$ cat src/pkg/swc_pkg.sv
// Package for the sleep and wake-up controller: constants and carriers
package swc_pkg;

    // Program counter width and fixed addresses
    localparam int PC_W = 13;
    localparam logic [12:0] IRQ_VECTOR = 13'h0004;
    localparam logic [13:0] ID_BASE = 14'h2000;
    localparam logic [13:0] ID_LAST = 14'h2003;
    localparam int ID_DEPTH = 4;
    localparam int ID_W = 14;
    localparam int PM_AW = 11;
    localparam int WORD_W = 14;

    // Start-up wait in oscillator periods; clk_in is taken as the oscillator
    localparam int OST_PERIODS = 1024;
    localparam int OST_CYCLES = OST_PERIODS;
    localparam int OST_W = 11;

    // Dummy cycles inserted before the vector after wake-up
    localparam int DUMMY_CYCLES = 2;

    // Flag reset values (active-low status flags read 1 after reset)
    localparam logic TIMEOUT_N_RST = 1'b1;
    localparam logic POWER_DOWN_N_RST = 1'b1;

    // Sequencer states
    typedef enum logic [2:0] {
        SWC_RUN = 3'b000,
        SWC_SLEEP = 3'b001,
        SWC_OST = 3'b010,
        SWC_INLINE = 3'b011,
        SWC_DUMMY = 3'b100
    } swc_state_e;

    // Instruction sequencer commands toward the block
    typedef struct packed {
        logic sleep_exec;
        logic wdt_clear_exec;
        logic retfie_exec;
        logic [PC_W-1:0] pc;
    } swc_cmd_s;

    // Steering back to the instruction sequencer
    typedef struct packed {
        logic load_pc;
        logic [PC_W-1:0] pc_value;
        logic push_stack;
        logic [PC_W-1:0] push_value;
        logic prefetch;
        logic [PC_W-1:0] prefetch_addr;
        logic hold;
    } swc_seq_s;

endpackage

$ cat src/core/swc_id_mem.sv
// Four identification words, readable and writable in program mode only
`timescale 1ns/100ps
module swc_id_mem (
    // Clock and reset
    input wire logic clk_in,
    input wire logic sys_rst_in,
    // Access port
    input wire logic wr_en_in,
    input wire logic [1:0] addr_in,
    input wire logic [swc_pkg::ID_W-1:0] wr_data_in,
    output logic [swc_pkg::ID_W-1:0] rd_data_out
);
    import swc_pkg::*;

    logic [ID_W-1:0] mem_r [ID_DEPTH];

    // Storage write
    always_ff @(posedge clk_in)
    begin
        if (wr_en_in)
            mem_r[addr_in] <= wr_data_in;
    end

    // Registered read data
    always_ff @(posedge clk_in or posedge sys_rst_in)
    begin
        if (sys_rst_in)
            rd_data_out <= 14'h0000;
        else
            rd_data_out <= mem_r[addr_in];
    end
endmodule // swc_id_mem

$ cat src/core/swc_sleep_ctrl.sv
// Sleep entry, wake-up sequencing and program/verify access
// Notes on behaviour
// - Interrupt entry saves only return address on stack; W and status untouched.
// - In sleep all on-chip clocks stop; peripherals cannot raise interrupts. The code still wakes from sleep on any periph_flag_in whose enable is set.
// - Sleep instruction prefetches instruction at PC plus one.
// - Wake needs individual enable set; global enable does not matter.
// - Global enable clear: resume in-line after sleep, no vector.
// - Global enable set: run next instruction, then branch to 0004h.
// - Pending enabled flag before sleep makes sleep a no-op, flags untouched.
// - Interrupt during or after sleep: complete sleep effects, wake at once.
// - Power-down flag stays set after a sleep executed as no-op.
// - Program memory readable for verify while code protection unprogrammed.
// - Four ID words at 2000h-2003h, only accessible in program mode.
// - Serial programming uses one clock and one data line.
// - Edge interrupt flag set on chosen edge, can wake if enabled.
// - Wait 1024 oscillator periods before resuming after wake-up; code waits only when crystal_mode_in is set.
// - Taking interrupt clears global enable, pushes return, loads 0004h.
//
// The plain strobed port and the placing of the registers were decided locally.
`timescale 1ns/100ps
module swc_sleep_ctrl (
    // Clock and reset
    input wire logic clk_in,
    input wire logic sys_rst_in,
    // Instruction sequencer
    input wire swc_pkg::swc_cmd_s cmd_in,
    input wire logic instr_done_in,
    output swc_pkg::swc_seq_s seq_out,
    // Interrupt sources (peripheral flag and enable pairs)
    input wire logic [6:0] periph_flag_in,
    input wire logic [6:0] periph_enable_in,
    // External edge interrupt pin and controls
    input wire logic ext_pin_in,
    input wire logic ext_edge_polarity_in,
    input wire logic ext_edge_irq_enable_in,
    input wire logic ext_flag_clear_in,
    // Global enable software write
    input wire logic gie_set_in,
    input wire logic gie_clear_in,
    // Oscillator mode: crystal modes need start-up wait
    input wire logic crystal_mode_in,
    // Status outputs
    output logic global_irq_enable_out,
    output logic ext_edge_irq_flag_out,
    output logic timeout_flag_n_out,
    output logic power_down_flag_n_out,
    output logic watchdog_clear_out,
    output logic clocks_stopped_out,
    output logic asleep_out,
    // Program/verify port, parallel face of the two-wire serial loader
    input wire logic prog_mode_in,
    input wire logic code_protect_in,
    input wire logic [13:0] prog_addr_in,
    input wire logic prog_wr_in,
    input wire logic [swc_pkg::WORD_W-1:0] prog_wr_data_in,
    input wire logic [swc_pkg::WORD_W-1:0] pm_data_in,
    output logic [swc_pkg::PM_AW-1:0] pm_addr_out,
    output logic [swc_pkg::WORD_W-1:0] prog_rd_data_out,
    output logic prog_rd_valid_out
);
    import swc_pkg::*;

    swc_state_e state_r;
    swc_state_e state_nxt;
    logic [OST_W-1:0] ost_cnt_r;
    logic [1:0] dummy_cnt_r;
    logic pin_r;
    logic pin_ok_r;
    logic ext_flag_r;
    logic gie_r;
    logic to_n_r;
    logic pd_n_r;
    logic [PC_W-1:0] ret_pc_r;
    logic wake_req;
    logic edge_seen;
    logic sleep_real;
    logic sleep_nop;
    logic take_irq;
    logic id_sel;
    logic [ID_W-1:0] id_rd;

    // Any source with both flag and individual enable set
    function automatic logic any_enabled(input logic [6:0] f, input logic [6:0] e,
                                         input logic xf, input logic xe);
        any_enabled = (|(f & e)) | (xf & xe);
    endfunction

    // Wake ignores the global enable by design
    assign wake_req = any_enabled(periph_flag_in, periph_enable_in,
                                  ext_flag_r, ext_edge_irq_enable_in);
    // Pending before sleep turns it into a no-op
    assign sleep_nop = cmd_in.sleep_exec && (state_r == SWC_RUN) && wake_req;
    assign sleep_real = cmd_in.sleep_exec && (state_r == SWC_RUN) && !wake_req;
    // Normal vectoring while running
    assign take_irq = (state_r == SWC_RUN) && gie_r && wake_req && instr_done_in
                      && !cmd_in.sleep_exec;

    // Edge detector on a pin assumed synchronous; blind until history is real
    assign edge_seen = pin_ok_r && (ext_edge_polarity_in ? (ext_pin_in && !pin_r)
                                                         : (!ext_pin_in && pin_r));

    // History trusted only after one real sample, so a pin idling high cannot
    // fake a rising edge out of reset; an edge in that first cycle is lost
    always_ff @(posedge clk_in or posedge sys_rst_in)
    begin
        if (sys_rst_in)
            pin_ok_r <= 1'b0;
        else
            pin_ok_r <= 1'b1;
    end

    // Pin history
    always_ff @(posedge clk_in or posedge sys_rst_in)
    begin
        if (sys_rst_in)
            pin_r <= 1'b0;
        else
            pin_r <= ext_pin_in;
    end

    // Edge flag keeps latching in sleep; set beats clear
    always_ff @(posedge clk_in or posedge sys_rst_in)
    begin
        if (sys_rst_in)
            ext_flag_r <= 1'b0;
        else if (edge_seen)
            ext_flag_r <= 1'b1;
        else if (ext_flag_clear_in)
            ext_flag_r <= 1'b0;
    end

    // Global enable: cleared on vector, set by return or software
    always_ff @(posedge clk_in or posedge sys_rst_in)
    begin
        if (sys_rst_in)
            gie_r <= 1'b0;
        else if (take_irq || (state_r == SWC_DUMMY && dummy_cnt_r == 2'h0))
            gie_r <= 1'b0;
        else if (cmd_in.retfie_exec || gie_set_in)
            gie_r <= 1'b1;
        else if (gie_clear_in)
            gie_r <= 1'b0;
    end

    // Status flags: sleep clears power-down, sets timeout; no-op leaves both
    always_ff @(posedge clk_in or posedge sys_rst_in)
    begin
        if (sys_rst_in)
        begin
            to_n_r <= TIMEOUT_N_RST;
            pd_n_r <= POWER_DOWN_N_RST;
        end
        else if (sleep_real)
        begin
            to_n_r <= 1'b1;
            pd_n_r <= 1'b0;
        end
        else if (cmd_in.wdt_clear_exec)
        begin
            to_n_r <= 1'b1;
            pd_n_r <= 1'b1;
        end
    end

    // Watchdog clear pulse only from a completed sleep or clear instruction
    always_ff @(posedge clk_in or posedge sys_rst_in)
    begin
        if (sys_rst_in)
            watchdog_clear_out <= 1'b0;
        else
            watchdog_clear_out <= sleep_real || cmd_in.wdt_clear_exec;
    end

    // Return address captured at sleep for vector after wake
    always_ff @(posedge clk_in or posedge sys_rst_in)
    begin
        if (sys_rst_in)
            ret_pc_r <= 13'h0000;
        else if (sleep_real)
            ret_pc_r <= PC_W'(cmd_in.pc + 13'h0002);
        else if (take_irq)
            ret_pc_r <= PC_W'(cmd_in.pc + 13'h0001);
    end

    // Next state
    always_comb
    begin
        state_nxt = state_r;
        case (state_r)
            SWC_RUN:
                if (sleep_real)
                    state_nxt = SWC_SLEEP;
            SWC_SLEEP:
                if (wake_req)
                    state_nxt = crystal_mode_in ? SWC_OST : SWC_INLINE;
            SWC_OST:
                if (ost_cnt_r == OST_W'(OST_CYCLES - 1))
                    state_nxt = SWC_INLINE;
            SWC_INLINE:
                if (instr_done_in)
                    state_nxt = gie_r ? SWC_DUMMY : SWC_RUN;
            SWC_DUMMY:
                if (dummy_cnt_r == 2'(DUMMY_CYCLES - 1))
                    state_nxt = SWC_RUN;
            default:
                state_nxt = SWC_RUN;
        endcase
    end

    // State register
    always_ff @(posedge clk_in or posedge sys_rst_in)
    begin
        if (sys_rst_in)
            state_r <= SWC_RUN;
        else
            state_r <= state_nxt;
    end

    // Start-up counter runs only in the wait state
    always_ff @(posedge clk_in or posedge sys_rst_in)
    begin
        if (sys_rst_in)
            ost_cnt_r <= 11'h000;
        else if (state_r == SWC_OST)
            ost_cnt_r <= OST_W'(ost_cnt_r + 11'h001);
        else
            ost_cnt_r <= 11'h000;
    end

    // Dummy cycle counter
    always_ff @(posedge clk_in or posedge sys_rst_in)
    begin
        if (sys_rst_in)
            dummy_cnt_r <= 2'h0;
        else if (state_r == SWC_DUMMY)
            dummy_cnt_r <= 2'(dummy_cnt_r + 2'h1);
        else
            dummy_cnt_r <= 2'h0;
    end

    // Sequencer steering; only the PC goes to the stack, nothing else
    always_comb
    begin
        seq_out = '0;
        seq_out.prefetch = sleep_real || sleep_nop;
        seq_out.prefetch_addr = PC_W'(cmd_in.pc + 13'h0001);
        seq_out.hold = (state_r == SWC_SLEEP) || (state_r == SWC_OST)
                       || (state_r == SWC_DUMMY);
        if (take_irq)
        begin
            seq_out.load_pc = 1'b1;
            seq_out.pc_value = IRQ_VECTOR;
            seq_out.push_stack = 1'b1;
            seq_out.push_value = PC_W'(cmd_in.pc + 13'h0001);
        end
        else if (state_r == SWC_DUMMY && dummy_cnt_r == 2'h0)
        begin
            seq_out.load_pc = 1'b1;
            seq_out.pc_value = IRQ_VECTOR;
            seq_out.push_stack = 1'b1;
            seq_out.push_value = ret_pc_r;
        end
    end

    // Status outputs
    assign global_irq_enable_out = gie_r;
    assign ext_edge_irq_flag_out = ext_flag_r;
    assign timeout_flag_n_out = to_n_r;
    assign power_down_flag_n_out = pd_n_r;
    assign asleep_out = (state_r == SWC_SLEEP);
    assign clocks_stopped_out = (state_r == SWC_SLEEP);

    // Program/verify decode; ID space only in program mode
    assign id_sel = prog_mode_in && (prog_addr_in >= ID_BASE) && (prog_addr_in <= ID_LAST);
    assign pm_addr_out = prog_addr_in[PM_AW-1:0];

    swc_id_mem u_id_mem (
        .clk_in(clk_in),
        .sys_rst_in(sys_rst_in),
        .wr_en_in(id_sel && prog_wr_in),
        .addr_in(prog_addr_in[1:0]),
        .wr_data_in(prog_wr_data_in),
        .rd_data_out(id_rd)
    );

    // Read-back path with one cycle of latency
    logic id_sel_r;
    logic pm_ok_r;
    logic [WORD_W-1:0] pm_q_r;
    always_ff @(posedge clk_in or posedge sys_rst_in)
    begin
        if (sys_rst_in)
        begin
            id_sel_r <= 1'b0;
            pm_ok_r <= 1'b0;
            pm_q_r <= 14'h0000;
            prog_rd_valid_out <= 1'b0;
        end
        else
        begin
            id_sel_r <= id_sel;
            pm_ok_r <= !code_protect_in;
            pm_q_r <= pm_data_in;
            prog_rd_valid_out <= prog_mode_in && !prog_wr_in;
        end
    end
    assign prog_rd_data_out = id_sel_r ? id_rd : (pm_ok_r ? pm_q_r : 14'h0000);

    // Checks
    a_nop_keeps_flags: assert property (@(posedge clk_in) disable iff (sys_rst_in)
        sleep_nop |=> (pd_n_r == $past(pd_n_r)) && (to_n_r == $past(to_n_r))
        && !watchdog_clear_out)
        else $error("sleep no-op changed flags");
    a_sleep_sets_flags: assert property (@(posedge clk_in) disable iff (sys_rst_in)
        sleep_real |=> !pd_n_r && to_n_r && watchdog_clear_out)
        else $error("sleep did not update flags");
    a_wake_no_gie: assert property (@(posedge clk_in) disable iff (sys_rst_in)
        (state_r == SWC_SLEEP) && wake_req |=> state_r != SWC_SLEEP)
        else $error("no wake on enabled flag");
    a_prefetch_next: assert property (@(posedge clk_in) disable iff (sys_rst_in)
        cmd_in.sleep_exec && state_r == SWC_RUN |->
        seq_out.prefetch && seq_out.prefetch_addr == PC_W'(cmd_in.pc + 13'h0001))
        else $error("wrong prefetch");
    a_inline_resume: assert property (@(posedge clk_in) disable iff (sys_rst_in)
        state_r == SWC_INLINE && instr_done_in && !gie_r |=> state_r == SWC_RUN)
        else $error("vectored with global enable clear");
    a_vector_dummy: assert property (@(posedge clk_in) disable iff (sys_rst_in)
        state_r == SWC_INLINE && instr_done_in && gie_r |=>
        seq_out.load_pc && seq_out.pc_value == IRQ_VECTOR ##1 state_r == SWC_DUMMY
        ##1 state_r == SWC_RUN)
        else $error("vector sequence wrong");
    a_irq_gie_clr: assert property (@(posedge clk_in) disable iff (sys_rst_in)
        take_irq |-> seq_out.push_stack ##1 !gie_r)
        else $error("interrupt entry wrong");
    a_edge_flag: assert property (@(posedge clk_in) disable iff (sys_rst_in)
        edge_seen |=> ext_flag_r)
        else $error("edge lost");
    a_ost_wait: assert property (@(posedge clk_in) disable iff (sys_rst_in)
        $rose(state_r == SWC_OST) |-> (state_r == SWC_OST)[*8])
        else $error("start-up wait too short");
    // Start-up wait may only end once the counter has run its full length
    a_ost_step: assert property (@(posedge clk_in) disable iff (sys_rst_in)
        state_r == SWC_OST && ost_cnt_r != OST_W'(OST_CYCLES - 1) |=>
        state_r == SWC_OST && ost_cnt_r == OST_W'($past(ost_cnt_r) + 11'h001))
        else $error("start-up wait cut short");
endmodule // swc_sleep_ctrl

$ cat config.mk
export PLATFORM = sky130hd
export DESIGN_NAME = swc_sleep_ctrl
export DESIGN_NICKNAME = d
export VERILOG_FILES = /design/src/pkg/swc_pkg.sv /design/src/core/swc_id_mem.sv /design/src/core/swc_sleep_ctrl.sv
export SDC_FILE = /design/constraint.sdc
export NUM_CORES = 1
export LEC_CHECK = 0
export ABC_AREA = 1
export CAP_MARGIN = 10
export CORE_MARGIN = 4
export CORE_UTILIZATION = 63
export DETAILED_ROUTE_END_ITERATION = 10
export DONT_BUFFER_PORTS = 1
export GPL_TIMING_DRIVEN = 0
export PLACE_DENSITY = 0.79
export SETUP_SLACK_MARGIN = 0.3
export SLEW_MARGIN = 30
export SYNTH_ARGS = -nofsm -noshare
export SYNTH_HDL_FRONTEND = slang
export SYNTH_SLANG_ARGS = --single-unit
$ cat constraint.sdc
create_clock -name clk_in -period 2.1 [get_ports clk_in]
set_input_delay 0.21 -clock clk_in [delete_from_list [all_inputs] [get_ports clk_in]]
set_output_delay 0.21 -clock clk_in [all_outputs]
set_load 0.01 [all_outputs]
==> reports/qor.csv, run 1 <==
metric,value,unit
outcome,completed,
yosys.area.top_type,sky130_fd_sc_hd__edfxtp_1,
dominant_cells_by_area_after_synthesis,"sky130_fd_sc_hd__edfxtp_1 (30%), sky130_fd_sc_hd__dfrtp_1 (29%), sky130_fd_sc_hd__nand2_1 (9.3%), sky130_fd_sc_hd__nand3_1 (7.0%), sky130_fd_sc_hd__buf_4 (3.6%)",
timing_max_transition_violations_final,0,
timing.clock.skew,17.25,ps
rsz_0062_raised_after_global_routing,true,
worstPathRequired,1890,ps
std_cell_rows,34,
yosys.area_share.xor_xnor,0.02937,
die_height,102.5,um
fin_cells,793,
grt_antenna_before_repair,0,
synth_top_family_by_area,simple AND/OR/NAND/NOR gates,
coreArea,0.008721,sq mm
grt-ovfl-total,0,
clock_latency_reported_for_the_late_side_of_the_worst_skew_pair,520,ps
wire_per_inst,18.44,um
p_per_area,977.6,mW/mm^2
syn_warnings,0,
synth_seq_area_share,0.5929,
clock_h_tree_levels,4,
holdCritPathClass,in2reg,
ys_ff_latch,122,
worstSetupPathType,reg2out,
grt_use_total,0.2770,
final-hold-violation-count,0,
layout.nets,762,
max_cap_viol_count,0,
asyncSetResetFlopFracSynth,0.5410,
clock_sink_count,122,
critical_path.startpoint_type,flop,
design_area,0.007347,sq mm
syn_area,0.005624,sq mm
place.port_buffers,0,
placed_cells,695,
synth_compound_gate_area_share,0.04828,
dieWidth,102.5,um
design_power_total,7182,uW
firstDrtPassIters,5,
grt_pass1_wl,22020,um
flow.area_growth_from_synthesis,30.63,%
top_level_ports,161,
tritoncts,built,
cts.clk_slew.worst_paths,60,ps
final-setup-viol-count,0,
design.die.area,0.01050,sq mm
viasPerCell,5.694,
route.final.wire_length,14620,um
number_of_synthesized_flops_with_an_enable_pin,56,
initial_core_util,0.6449,
fmaxAchievable,509.0,MHz
fin_setup_tns,0,ps
synth_common_cells,"sky130_fd_sc_hd__nand2_1 (140), sky130_fd_sc_hd__nand3_1 (79), sky130_fd_sc_hd__dfrtp_1 (65)",
power.static_leakage,0.003246,uW
critPathArrivalTime,1750,ps
synth_cell_type_count,40,
antenna_diode_count,0,
postRouteAntennaNets,0,
place_hpwl,8964,um
synth_area_in_adders,0.01112,
clock_tree.root_cell,sky130_fd_sc_hd__clkbuf_8,
drive_gt1_frac,0.2307,
syn-mean-instance-area,9.832,sq um
clockBufferDepth,2,
finalCoreUtilization,0.8425,
cts_inserted_buffers,17,
vias,4515,
dominantRegCellSynth,sky130_fd_sc_hd__dfrtp_1,
vdd_ir_drop_max,0.7252,mV
critical_path_peak_fanout,6,
synth.area.mux_share,0,
timing.critical_path.to_type,output pin,
first_iter_violations,246,
slew_headroom,0.4790,
fillCellCount,461,
synthSimpleGateAreaFrac,0.2347,
timing_worst_slew_pin_value,780.7,ps
postSynthCellCount,572,
timing.final.crit_period,1965,ps
gpl.final_weighted_congestion,0.8618,
dpl-instance-area,0.005901,sq mm
synth_most_common_cell,sky130_fd_sc_hd__nand2_1,
netlist.area_leader.share,0.2990,
timing.final.crit_share,0.9356,
grt_max_degree,21,
remaining_drc_errors,0,
via_count_of_the_first_global_routing_pass,4409,
routing by layer:
metal,share of wire,up-vias,track usage
li1,-,2078,-
met4,0.025,0,0.09990
met1,0.34,2170,0.3100
met2,0.56,227,0.5084
met5,0,-,0
met3,0.079,40,0.06894
critical path, stage by stage (launching register included):
cell and delay (ps):
sky130_fd_sc_hd__dfrtp_2 450, sky130_fd_sc_hd__nand2_2 90, sky130_fd_sc_hd__nand2_2 60, sky130_fd_sc_hd__nor2_4 120, sky130_fd_sc_hd__nand2_2 70, sky130_fd_sc_hd__nand2_4 110, sky130_fd_sc_hd__inv_6 60, sky130_fd_sc_hd__buf_12 140
sky130_fd_sc_hd__nand2_4 80, sky130_fd_sc_hd__nand2_4 60
cells by family (layout without fill, tap and decap cells):
kind of cell	after synthesis	count (layout)
flip-flops	122	122
adder cells (fa/ha/maj)	5	5
other	2	14
AO/OA/AOI/OAI	44	44
XOR/XNOR	18	18
AND/OR/NAND/NOR	291	291
buffers and inverters	90	191
layout make-up:
cell class | count | area [sq um] | share of cell area
multi-input combinational | 372 | 2127 | 0.2895
tap | 108 | 135.1 | 0.01839
sequential | 122 | 3341 | 0.4547
clock buffer | 18 | 417.9 | 0.05688
buffer | 41 | 296.5 | 0.04036
inverter | 49 | 203.9 | 0.02776
timing repair buffer | 69 | 714.4 | 0.09724
clock inverter | 14 | 111.4 | 0.01516
through the flow:
stage	worst slack, ps	hold slack, ps
floorplan	216.2	241.4
global placement	-370.3	241.5
detailed placement	-283.6	42.05
CTS	145.3	3.201
global route	51.73	19.08
finish	135.2	15.21
power breakdown:
part / internal (uW) / total [uW] / switching [uW] / leakage, uW
logic: 700 / 1760 / 1060 / 0.00168
clock network: 1470 / 2560 / 1100 / 0.000253
registers: 2720 / 2860 / 139 / 0.00131
total: 4890 / 7180 / 2290 / 0.00325
sequential cells by signal (all words and copies together), names as in the netlist, 2 cells and up:
signal,flops
ost_cnt_r,11
pm_q_r,14
ret_pc_r,13
u_id_mem.rd_data_out,14
u_id_mem.mem_r,56
dummy_cnt_r,2
state_r,3
cells in the final DEF (no fill, tap or decap), types with 16 or more instances in the layout:
master / n
sky130_fd_sc_hd__clkbuf_16: 16
sky130_fd_sc_hd__nand3_1: 76
sky130_fd_sc_hd__dlygate4sd3_1: 50
sky130_fd_sc_hd__dfrtp_1: 60
sky130_fd_sc_hd__buf_4: 41
sky130_fd_sc_hd__nand2_4: 16
sky130_fd_sc_hd__nand2_1: 114
sky130_fd_sc_hd__edfxtp_1: 56
sky130_fd_sc_hd__inv_1: 39
sky130_fd_sc_hd__nor2_1: 33
final timing paths:
kind / cells after the start / from / end / slack, ps
max: 9 / ext_edge_irq_flag_out$_DFFE_PP0P_ / seq_out[20] / 140
min: 4 / cmd_in[3] / ret_pc_r[3]$_DFFE_PP0P_ / 20
max reg2reg: 9 / state_r[2]$_DFFE_PP0P_ / ret_pc_r[9]$_DFFE_PP0P_ / 460
min reg2reg: 1 / dummy_cnt_r[0]$_DFF_PP0_ / dummy_cnt_r[0]$_DFF_PP0_ / 460
max in group asynchronous: 5 / sys_rst_in / pm_q_r[9]$_DFF_PP0_ / 1240
min in group asynchronous: 2 / sys_rst_in / watchdog_clear_out$_DFF_PP0_ / 130
timing repair:
action	in CTS	in global routing
endpoints found under the hold margin	135	0
hold buffers	50	0
setup buffers	10	5
setup endpoints to repair	43	40
gates cloned	1	0
resized for setup	57	32
pin swaps	10	12
Note: power is estimated with default switching activity, not from simulation.
==> run 2: changes to the inputs <==
--- a/config.mk
+++ b/config.mk
@@ -6,15 +6,14 @@
 export NUM_CORES = 1
 export LEC_CHECK = 0
 export ABC_AREA = 1
-export CAP_MARGIN = 10
 export CORE_MARGIN = 4
 export CORE_UTILIZATION = 63
 export DETAILED_ROUTE_END_ITERATION = 10
 export DONT_BUFFER_PORTS = 1
-export GPL_TIMING_DRIVEN = 0
 export PLACE_DENSITY = 0.79
 export SETUP_SLACK_MARGIN = 0.3
 export SLEW_MARGIN = 30
 export SYNTH_ARGS = -nofsm -noshare
 export SYNTH_HDL_FRONTEND = slang
+export SYNTH_HIERARCHICAL = 1
 export SYNTH_SLANG_ARGS = --single-unit
==> reports/qor.csv, run 2 <==
metric,value,unit,change
remaining_drc_errors,0,,unchanged
firstDrtPassIters,5,,unchanged
wire_per_inst,17.49,um,was 18.44 um
viasPerCell,5.639,,was 5.694
max_cap_viol_count,0,,unchanged
layout.nets,814,,was 762
number_of_synthesized_flops_with_an_enable_pin,56,,unchanged
dominantRegCellSynth,sky130_fd_sc_hd__dfrtp_1,,unchanged
largestRegisters,"u_id_mem/mem_r (56), pm_q_r (14), u_id_mem/rd_data_out (14)",,"was u_id_mem.mem_r (56), pm_q_r (14), u_id_mem.rd_data_out (14)"
grt_pass1_wl,23990,um,was 22020 um
gpl.final_weighted_congestion,0.9399,,was 0.8618
dieWidth,104.0,um,was 102.5 um
postRouteAntennaNets,0,,unchanged
std_cell_rows,34,,unchanged
netlist.area_leader.share,0.2893,,was 0.2990
tritoncts,built,,unchanged
critPathArrivalTime,1740,ps,was 1750 ps
timing_worst_slew_pin_value,976.5,ps,was 780.7 ps
outcome,completed,,unchanged
grt-ovfl-total,0,,unchanged
rsz_0062_raised_after_global_routing,true,,unchanged
fillCellCount,514,,was 461
clock_h_tree_levels,4,,unchanged
clock_sink_count,122,,unchanged
timing.clock.skew,5.773,ps,was 17.25 ps
synth_cell_type_count,38,,was 40
hold_crit_start,prog_addr_in[0],,was cmd_in[3]
grt_antenna_before_repair,1,,was 0
timing.critical_path.to_type,output pin,,unchanged
max_flop_register,u_id_mem/mem_r,,was u_id_mem.mem_r
highest_count_cells_in_the_layout_ignoring_fill_and_taps,"sky130_fd_sc_hd__nand2_1 (254), sky130_fd_sc_hd__dfrtp_1 (60), sky130_fd_sc_hd__edfxtp_1 (56)",,"was sky130_fd_sc_hd__nand2_1 (114), sky130_fd_sc_hd__nand3_1 (76), sky130_fd_sc_hd__dfrtp_1 (60)"
grt_use_total,0.2808,,was 0.2770
place.port_buffers,0,,unchanged
initial_core_util,0.6568,,was 0.6449
synth_seq_area_share,0.5737,,was 0.5929
syn-mean-instance-area,8.941,sq um,was 9.832 sq um
r2r_cells,9,,unchanged
syn_area,0.005812,sq mm,was 0.005624 sq mm
top_level_ports,161,,unchanged
ys_ff_latch,122,,unchanged
critical_path_peak_fanout,6,,unchanged
postSynthCellCount,650,,was 572
synth_common_cells,"sky130_fd_sc_hd__nand2_1 (272), sky130_fd_sc_hd__dfrtp_1 (65), sky130_fd_sc_hd__edfxtp_1 (56)",,"was sky130_fd_sc_hd__nand2_1 (140), sky130_fd_sc_hd__nand3_1 (79), sky130_fd_sc_hd__dfrtp_1 (65)"
timing.final.crit_share,0.9298,,was 0.9356
clock_tree.root_cell,sky130_fd_sc_hd__clkbuf_8,,unchanged
yosys.area.top_type,sky130_fd_sc_hd__edfxtp_1,,unchanged
holdPathStages,4,,unchanged
crit_start,state_r[0]$_DFFE_PP0P_,,was ext_edge_irq_flag_out$_DFFE_PP0P_
via_count_of_the_first_global_routing_pass,4678,,was 4409
layout.cells.most_common,sky130_fd_sc_hd__nand2_1,,unchanged
clock_latency_reported_for_the_late_side_of_the_worst_skew_pair,510,ps,was 520 ps
largest_reg_flops,56,,unchanged
cts_inserted_buffers,17,,unchanged
design.die.area,0.01083,sq mm,was 0.01050 sq mm
placement.setup.worst_slack,435.2,ps,was -283.6 ps
cts.clk_slew.worst_paths,60,ps,about the same
die_height,104.0,um,was 102.5 um
vias,4771,,was 4515
dominant_cells_by_area_after_synthesis,"sky130_fd_sc_hd__edfxtp_1 (29%), sky130_fd_sc_hd__dfrtp_1 (28%), sky130_fd_sc_hd__nand2_1 (18%), sky130_fd_sc_hd__buf_4 (4.0%), sky130_fd_sc_hd__nand3_1 (3.4%)",,"was sky130_fd_sc_hd__edfxtp_1 (30%), sky130_fd_sc_hd__dfrtp_1 (29%), sky130_fd_sc_hd__nand2_1 (9.3%), sky130_fd_sc_hd__nand3_1 (7.0%), sky130_fd_sc_hd__buf_4 (3.6%)"
asyncSetResetFlopFracSynth,0.5410,,unchanged
final-hold-violation-count,0,,unchanged
flow.area_growth_from_synthesis,24.91,%,was 30.63%
synth_most_common_cell,sky130_fd_sc_hd__nand2_1,,unchanged
worstSetupPathType,reg2out,,unchanged
vdd_ir_drop_max,0.6049,mV,was 0.7252 mV
critical_path.startpoint_type,flop,,unchanged
power.static_leakage,0.003359,uW,was 0.003246 uW
rrSetupSlack,370,ps,was 460 ps
holdCritPathClass,in2reg,,unchanged
p_per_area,1013,mW/mm^2,was 977.6 mW/mm^2
worstPathRequired,1890,ps,about the same
grt_max_degree,31,,was 21
syn_warnings,6,,was 0
coreArea,0.008848,sq mm,was 0.008721 sq mm
timing.final.crit_period,1953,ps,was 1965 ps
drive_gt1_frac,0.1696,,was 0.2307
fin_cells,846,,was 793
placed_cells,735,,was 695
clockBufferDepth,2,,unchanged
first_iter_violations,354,,was 246
hold_ws,18.14,ps,was 15.21 ps
final-setup-viol-count,0,,unchanged
place_hpwl,8892,um,was 8964 um
setup_ws_final,147.3,ps,was 135.2 ps
timing_max_transition_violations_final,0,,unchanged
fmaxAchievable,512.1,MHz,was 509.0 MHz
r2r_start,state_r[0]$_DFFE_PP0P_,,was state_r[2]$_DFFE_PP0P_
route.final.wire_length,14800,um,was 14620 um
slew_headroom,0.3469,,was 0.4790
run 2: changes by cell type after synthesis, sizes merged, moves of 3 or more:
cell    change
nor2       -11
nand2     +130
nand4       +3
inv         +4
xor2        -5
a22oi      -14
buf         +5
o211ai      -3
nor3        +3
clkbuf      -3
o21ai       +3
nand3      -38
run 2: final cells by class:
type                       instances  area (sq um)  area share
antenna                            1         2.502   0.0003447
clock buffer                      21         503.0     0.06929
sequential                       122          3341      0.4602
timing repair inverter             3         23.77    0.003275
inverter                          51         215.2     0.02964
clock inverter                    11         101.3     0.01396
multi-input combinational        446          2157      0.2971
timing repair buffer              83         780.7      0.1075
tap                              108         135.1     0.01861
run 2: per-layer routing:
| layer | up-vias | track usage | share of wire |
|---|---|---|---|
| li1 | 2204 | - | - |
| met1 | 2251 | 0.3159 | 0.36 |
| met2 | 276 | 0.4981 | 0.52 |
| met3 | 40 | 0.08007 | 0.088 |
| met4 | 0 | 0.1197 | 0.031 |
| met5 | - | 0 | 0 |
run 2: power by group:
group	switching (uW)	leakage [uW]	internal, uW
combinational	972	0.00175	618
clock	1060	0.000293	1820
sequential	161	0.00132	2720
run 2: logic make-up after synthesis:
family | after synthesis | synth area share
simple gates | 382 | 0.2790
compound gates | 34 | 0.03100
xor+xnor | 11 | 0.01658
fa+ha+maj | 5 | 0.01076
buf+inv | 94 | 0.08762
flops | 122 | 0.5737
other cells | 2 | 0.001292
run 2: repair_timing:
item                                    in CTS  in global routing
endpoints found under the hold margin      139                  0
gates cloned                                 3                  0
buffers inserted                             9                 10
gates resized for setup                     42                 23
pin swaps                                    6                  9
endpoints found under the setup margin      31                 73
hold buffers                                56                  0
run 2: final timing paths:
path	to
max	seq_out[16]
min	u_id_mem/rd_data_out[4]$_DFF_PP0_
max reg2reg	ret_pc_r[8]$_DFFE_PP0P_
min reg2reg	ost_cnt_r[0]$_DFF_PP0_
max in group asynchronous	pm_ok_r$_DFF_PP0_
min in group asynchronous	pm_q_r[9]$_DFF_PP0_
run 2: through the flow:
stage / power [uW] / cell area [sq um] / utilization / TNS, ps
final: 7353 / 7259 / 0.8204 / 0
after global routing: 7687 / 7259 / 0.8204 / 0
after CTS: 7119 / 7114 / 0.8040 / 0
after detailed placement: 3895 / 5744 / 0.6492 / 0
after global placement: 3853 / 5744 / 0.6492 / 0
after floorplan: 3751 / 5857 / - / -2790
run 2: critical path: stages, from the launching register on:
cell and delay (ps):
sky130_fd_sc_hd__dfrtp_1 440, sky130_fd_sc_hd__nor2_4 180, sky130_fd_sc_hd__buf_6 130, sky130_fd_sc_hd__nand3_4 120, sky130_fd_sc_hd__clkinvlp_4 170, sky130_fd_sc_hd__nand2_1 80
sky130_fd_sc_hd__nand2_2 100
==> run 3: changes to the inputs <==
--- a/config.mk
+++ b/config.mk
@@ -10,7 +10,7 @@
 export CORE_UTILIZATION = 63
 export DETAILED_ROUTE_END_ITERATION = 10
 export DONT_BUFFER_PORTS = 1
-export PLACE_DENSITY = 0.79
+export PLACE_DENSITY = 0.78
 export SETUP_SLACK_MARGIN = 0.3
 export SLEW_MARGIN = 30
 export SYNTH_ARGS = -nofsm -noshare
==> constraint.sdc (replaced) <==
create_clock -name clk_in -period 1.8 [get_ports clk_in]
set_input_delay 0.18 -clock clk_in [delete_from_list [all_inputs] [get_ports clk_in]]
set_output_delay 0.18 -clock clk_in [all_outputs]
set_load 0.01 [all_outputs]
==> reports/qor.csv, run 3 (synthesized netlist as in run 2, its figures left out) <==
metric,value,unit,change
place_hpwl,8943,um,was 8892 um
clockBufferDepth,2,,unchanged
cts_inserted_buffers,17,,unchanged
cts.clk_slew.worst_paths,50,ps,was 60 ps
crit_start,dummy_cnt_r[1]$_DFF_PP0_,,was state_r[0]$_DFFE_PP0P_
timing.clock.skew,10.48,ps,was 5.773 ps
place.port_buffers,0,,unchanged
drive_gt1_frac,0.2520,,was 0.1696
slew_headroom,0.5567,,was 0.3469
fillCellCount,367,,was 514
worstSetupPathType,reg2out,,unchanged
antenna_diode_count,0,,was 1
top_level_ports,161,,unchanged
grt_pass1_wl,24360,um,was 23990 um
grt_use_total,0.2831,,was 0.2808
design.die.area,0.01083,sq mm,unchanged
power.clock.fraction,0.377,,was 0.392
critical_path_peak_fanout,4,,was 6
holdPathStages,4,,unchanged
clock_latency_reported_for_the_late_side_of_the_worst_skew_pair,510,ps,about the same
first_iter_violations,521,,was 354
final-setup-viol-count,18,,was 0
tritoncts,built,,unchanged
fin_setup_tns,-1674,ps,was 0 ps
seq_power_share,0.378,,was 0.392
hold_crit_start,cmd_in[8],,was prog_addr_in[0]
timing.critical_path.to_type,output pin,,unchanged
timing.final.crit_share,1.089,,
highest_count_cells_in_the_layout_ignoring_fill_and_taps,"sky130_fd_sc_hd__nand2_1 (226), sky130_fd_sc_hd__dfrtp_1 (62), sky130_fd_sc_hd__dlygate4sd3_1 (57)",,"was sky130_fd_sc_hd__nand2_1 (254), sky130_fd_sc_hd__dfrtp_1 (60), sky130_fd_sc_hd__edfxtp_1 (56)"
viasPerCell,5.857,,was 5.639
timing.final.crit_period,1961,ps,
layout.cells.most_common,sky130_fd_sc_hd__nand2_1,,unchanged
clock_sink_count,122,,unchanged
via_count_of_the_first_global_routing_pass,4802,,was 4678
grt_max_degree,31,,unchanged
power_frac_comb,0.245,,was 0.216
grt_antenna_before_repair,0,,was 1
std_cell_rows,34,,unchanged
fmaxAchievable,510.0,MHz,
critical_path.startpoint_type,flop,,unchanged
final-hold-violation-count,0,,unchanged
switchingPower,2715,uW,was 2195 uW
power_switching_share,0.3024,,was 0.2985
largestRegisters,"u_id_mem/mem_r (56), pm_q_r (14), u_id_mem/rd_data_out (14)",,unchanged
vias,5049,,was 4771
timing_max_transition_violations_final,0,,unchanged
outcome,"finished, violations left",,was completed
hold_ws,25.56,ps,was 18.14 ps
grt-ovfl-total,0,,unchanged
rsz_0062_raised_after_global_routing,true,,unchanged
critPathArrivalTime,1780,ps,was 1740 ps
max_cap_viol_count,0,,unchanged
initial_core_util,0.6568,,unchanged
coreArea,0.008848,sq mm,unchanged
vdd_ir_drop_max,0.7871,mV,was 0.6049 mV
hold-path-endpoint,ret_pc_r[8]$_DFFE_PP0P_,,was u_id_mem/rd_data_out[4]$_DFF_PP0_
gpl.final_weighted_congestion,0.8474,,was 0.9399
flow.area_growth_from_synthesis,35.33,%,was 24.91%
holdCritPathClass,in2reg,,unchanged
p_per_area,1142,mW/mm^2,was 1013 mW/mm^2
failed_checks,negative setup slack,,
clock_tree.root_cell,sky130_fd_sc_hd__clkbuf_8,,unchanged
max_flop_register,u_id_mem/mem_r,,unchanged
rrSetupSlack,-30,ps,was 370 ps
r2r_cells,9,,unchanged
worstPathRequired,1620,ps,was 1890 ps
clock_h_tree_levels,4,,unchanged
r2r_start,state_r[0]$_DFFE_PP0P_,,unchanged
route.final.wire_length,17100,um,was 14800 um
firstDrtPassIters,5,,unchanged
postRouteAntennaNets,0,,unchanged
setup_ws_final,-161.0,ps,was 147.3 ps
wire_per_inst,19.83,um,was 17.49 um
internal_pwr_total,6264,uW,was 5158 uW
layout.nets,832,,was 814
dieWidth,104.0,um,unchanged
power.static_leakage,0.003572,uW,was 0.003359 uW
die_height,104.0,um,unchanged
remaining_drc_errors,0,,unchanged
largest_reg_flops,56,,unchanged
critical_path.reg2reg.endpoint,ret_pc_r[4]$_DFFE_PP0P_,,was ret_pc_r[8]$_DFFE_PP0P_
timing_worst_slew_pin_value,664.9,ps,was 976.5 ps
==> run 3: worst max-delay path by stage <==
stage	to	slack (ps)	depth (start not counted)
finish	seq_out[27]	-160	7
global route	seq_out[27]	-230	7
CTS	seq_out[21]	-90	7
detailed placement	seq_out[21]	190	7
global placement	seq_out[21]	240	7
floorplan	u_id_mem/mem_r[2][0]$_DFFE_PP_	240	5
==> run 3: repair_timing <==
item / 4_1_cts / 5_1_grt
hold buffers: 60 / 0
pin swaps: 10 / 21
gates cloned: 2 / 2
setup buffers: 12 / 12
endpoints found under the setup margin: 47 / 88
hold endpoints to repair: 144 / 0
resized for setup: 96 / 61
==> run 3: critical path, stage by stage (launching register included) <==
cell                      delay, ps
sky130_fd_sc_hd__dfrtp_1        360
sky130_fd_sc_hd__inv_1           90
sky130_fd_sc_hd__ha_2           220
sky130_fd_sc_hd__nand3_4        110
sky130_fd_sc_hd__inv_2          130
sky130_fd_sc_hd__buf_4          150
sky130_fd_sc_hd__nand2_1        100
sky130_fd_sc_hd__nand2_2        110
==> run 3: metal layers <==
layer  part of all wire  track usage
met1               0.34       0.3209
met2               0.54       0.5130
met3              0.079      0.06642
met4              0.041       0.1149
met5                  0            0
==> run 3: metrics by stage <==
stage | util | total power (uW) | setup slack [ps] | area [sq um] | cells
6_report | 0.8889 | 8979 | -161.0 | 7865 | 862
4_1_cts | 0.8433 | 8503 | -93.58 | 7462 | 848
5_1_grt | 0.8889 | 9330 | -232.6 | 7865 | 862
3_3_place_gp | 0.6619 | 4505 | 235.7 | 5857 | 743
3_5_place_dp | 0.6619 | 4572 | 191.2 | 5857 | 743
2_1_floorplan | - | 4380 | 241.6 | 5894 | 662
==> run 3: cell type report <==
class / count / area (sq um) / share of cell area
timing repair inverter: 3 / 30.03 / 0.003818
timing repair buffer: 101 / 1026 / 0.1304
inverter: 51 / 240.2 / 0.03054
multi-input combinational: 446 / 2499 / 0.3177
clock buffer: 18 / 417.9 / 0.05313
clock inverter: 13 / 176.4 / 0.02243
sequential: 122 / 3341 / 0.4248
tap: 108 / 135.1 / 0.01718
==> run 3: power groups by stage <==
stage	logic, uW	clock network [uW]	registers (uW)
2_1_floorplan	1040	0	3340
3_3_place_gp	1130	0	3370
3_5_place_dp	1180	0	3390
4_1_cts	1740	3430	3340
5_1_grt	2350	3580	3410
6_report	2200	3390	3390
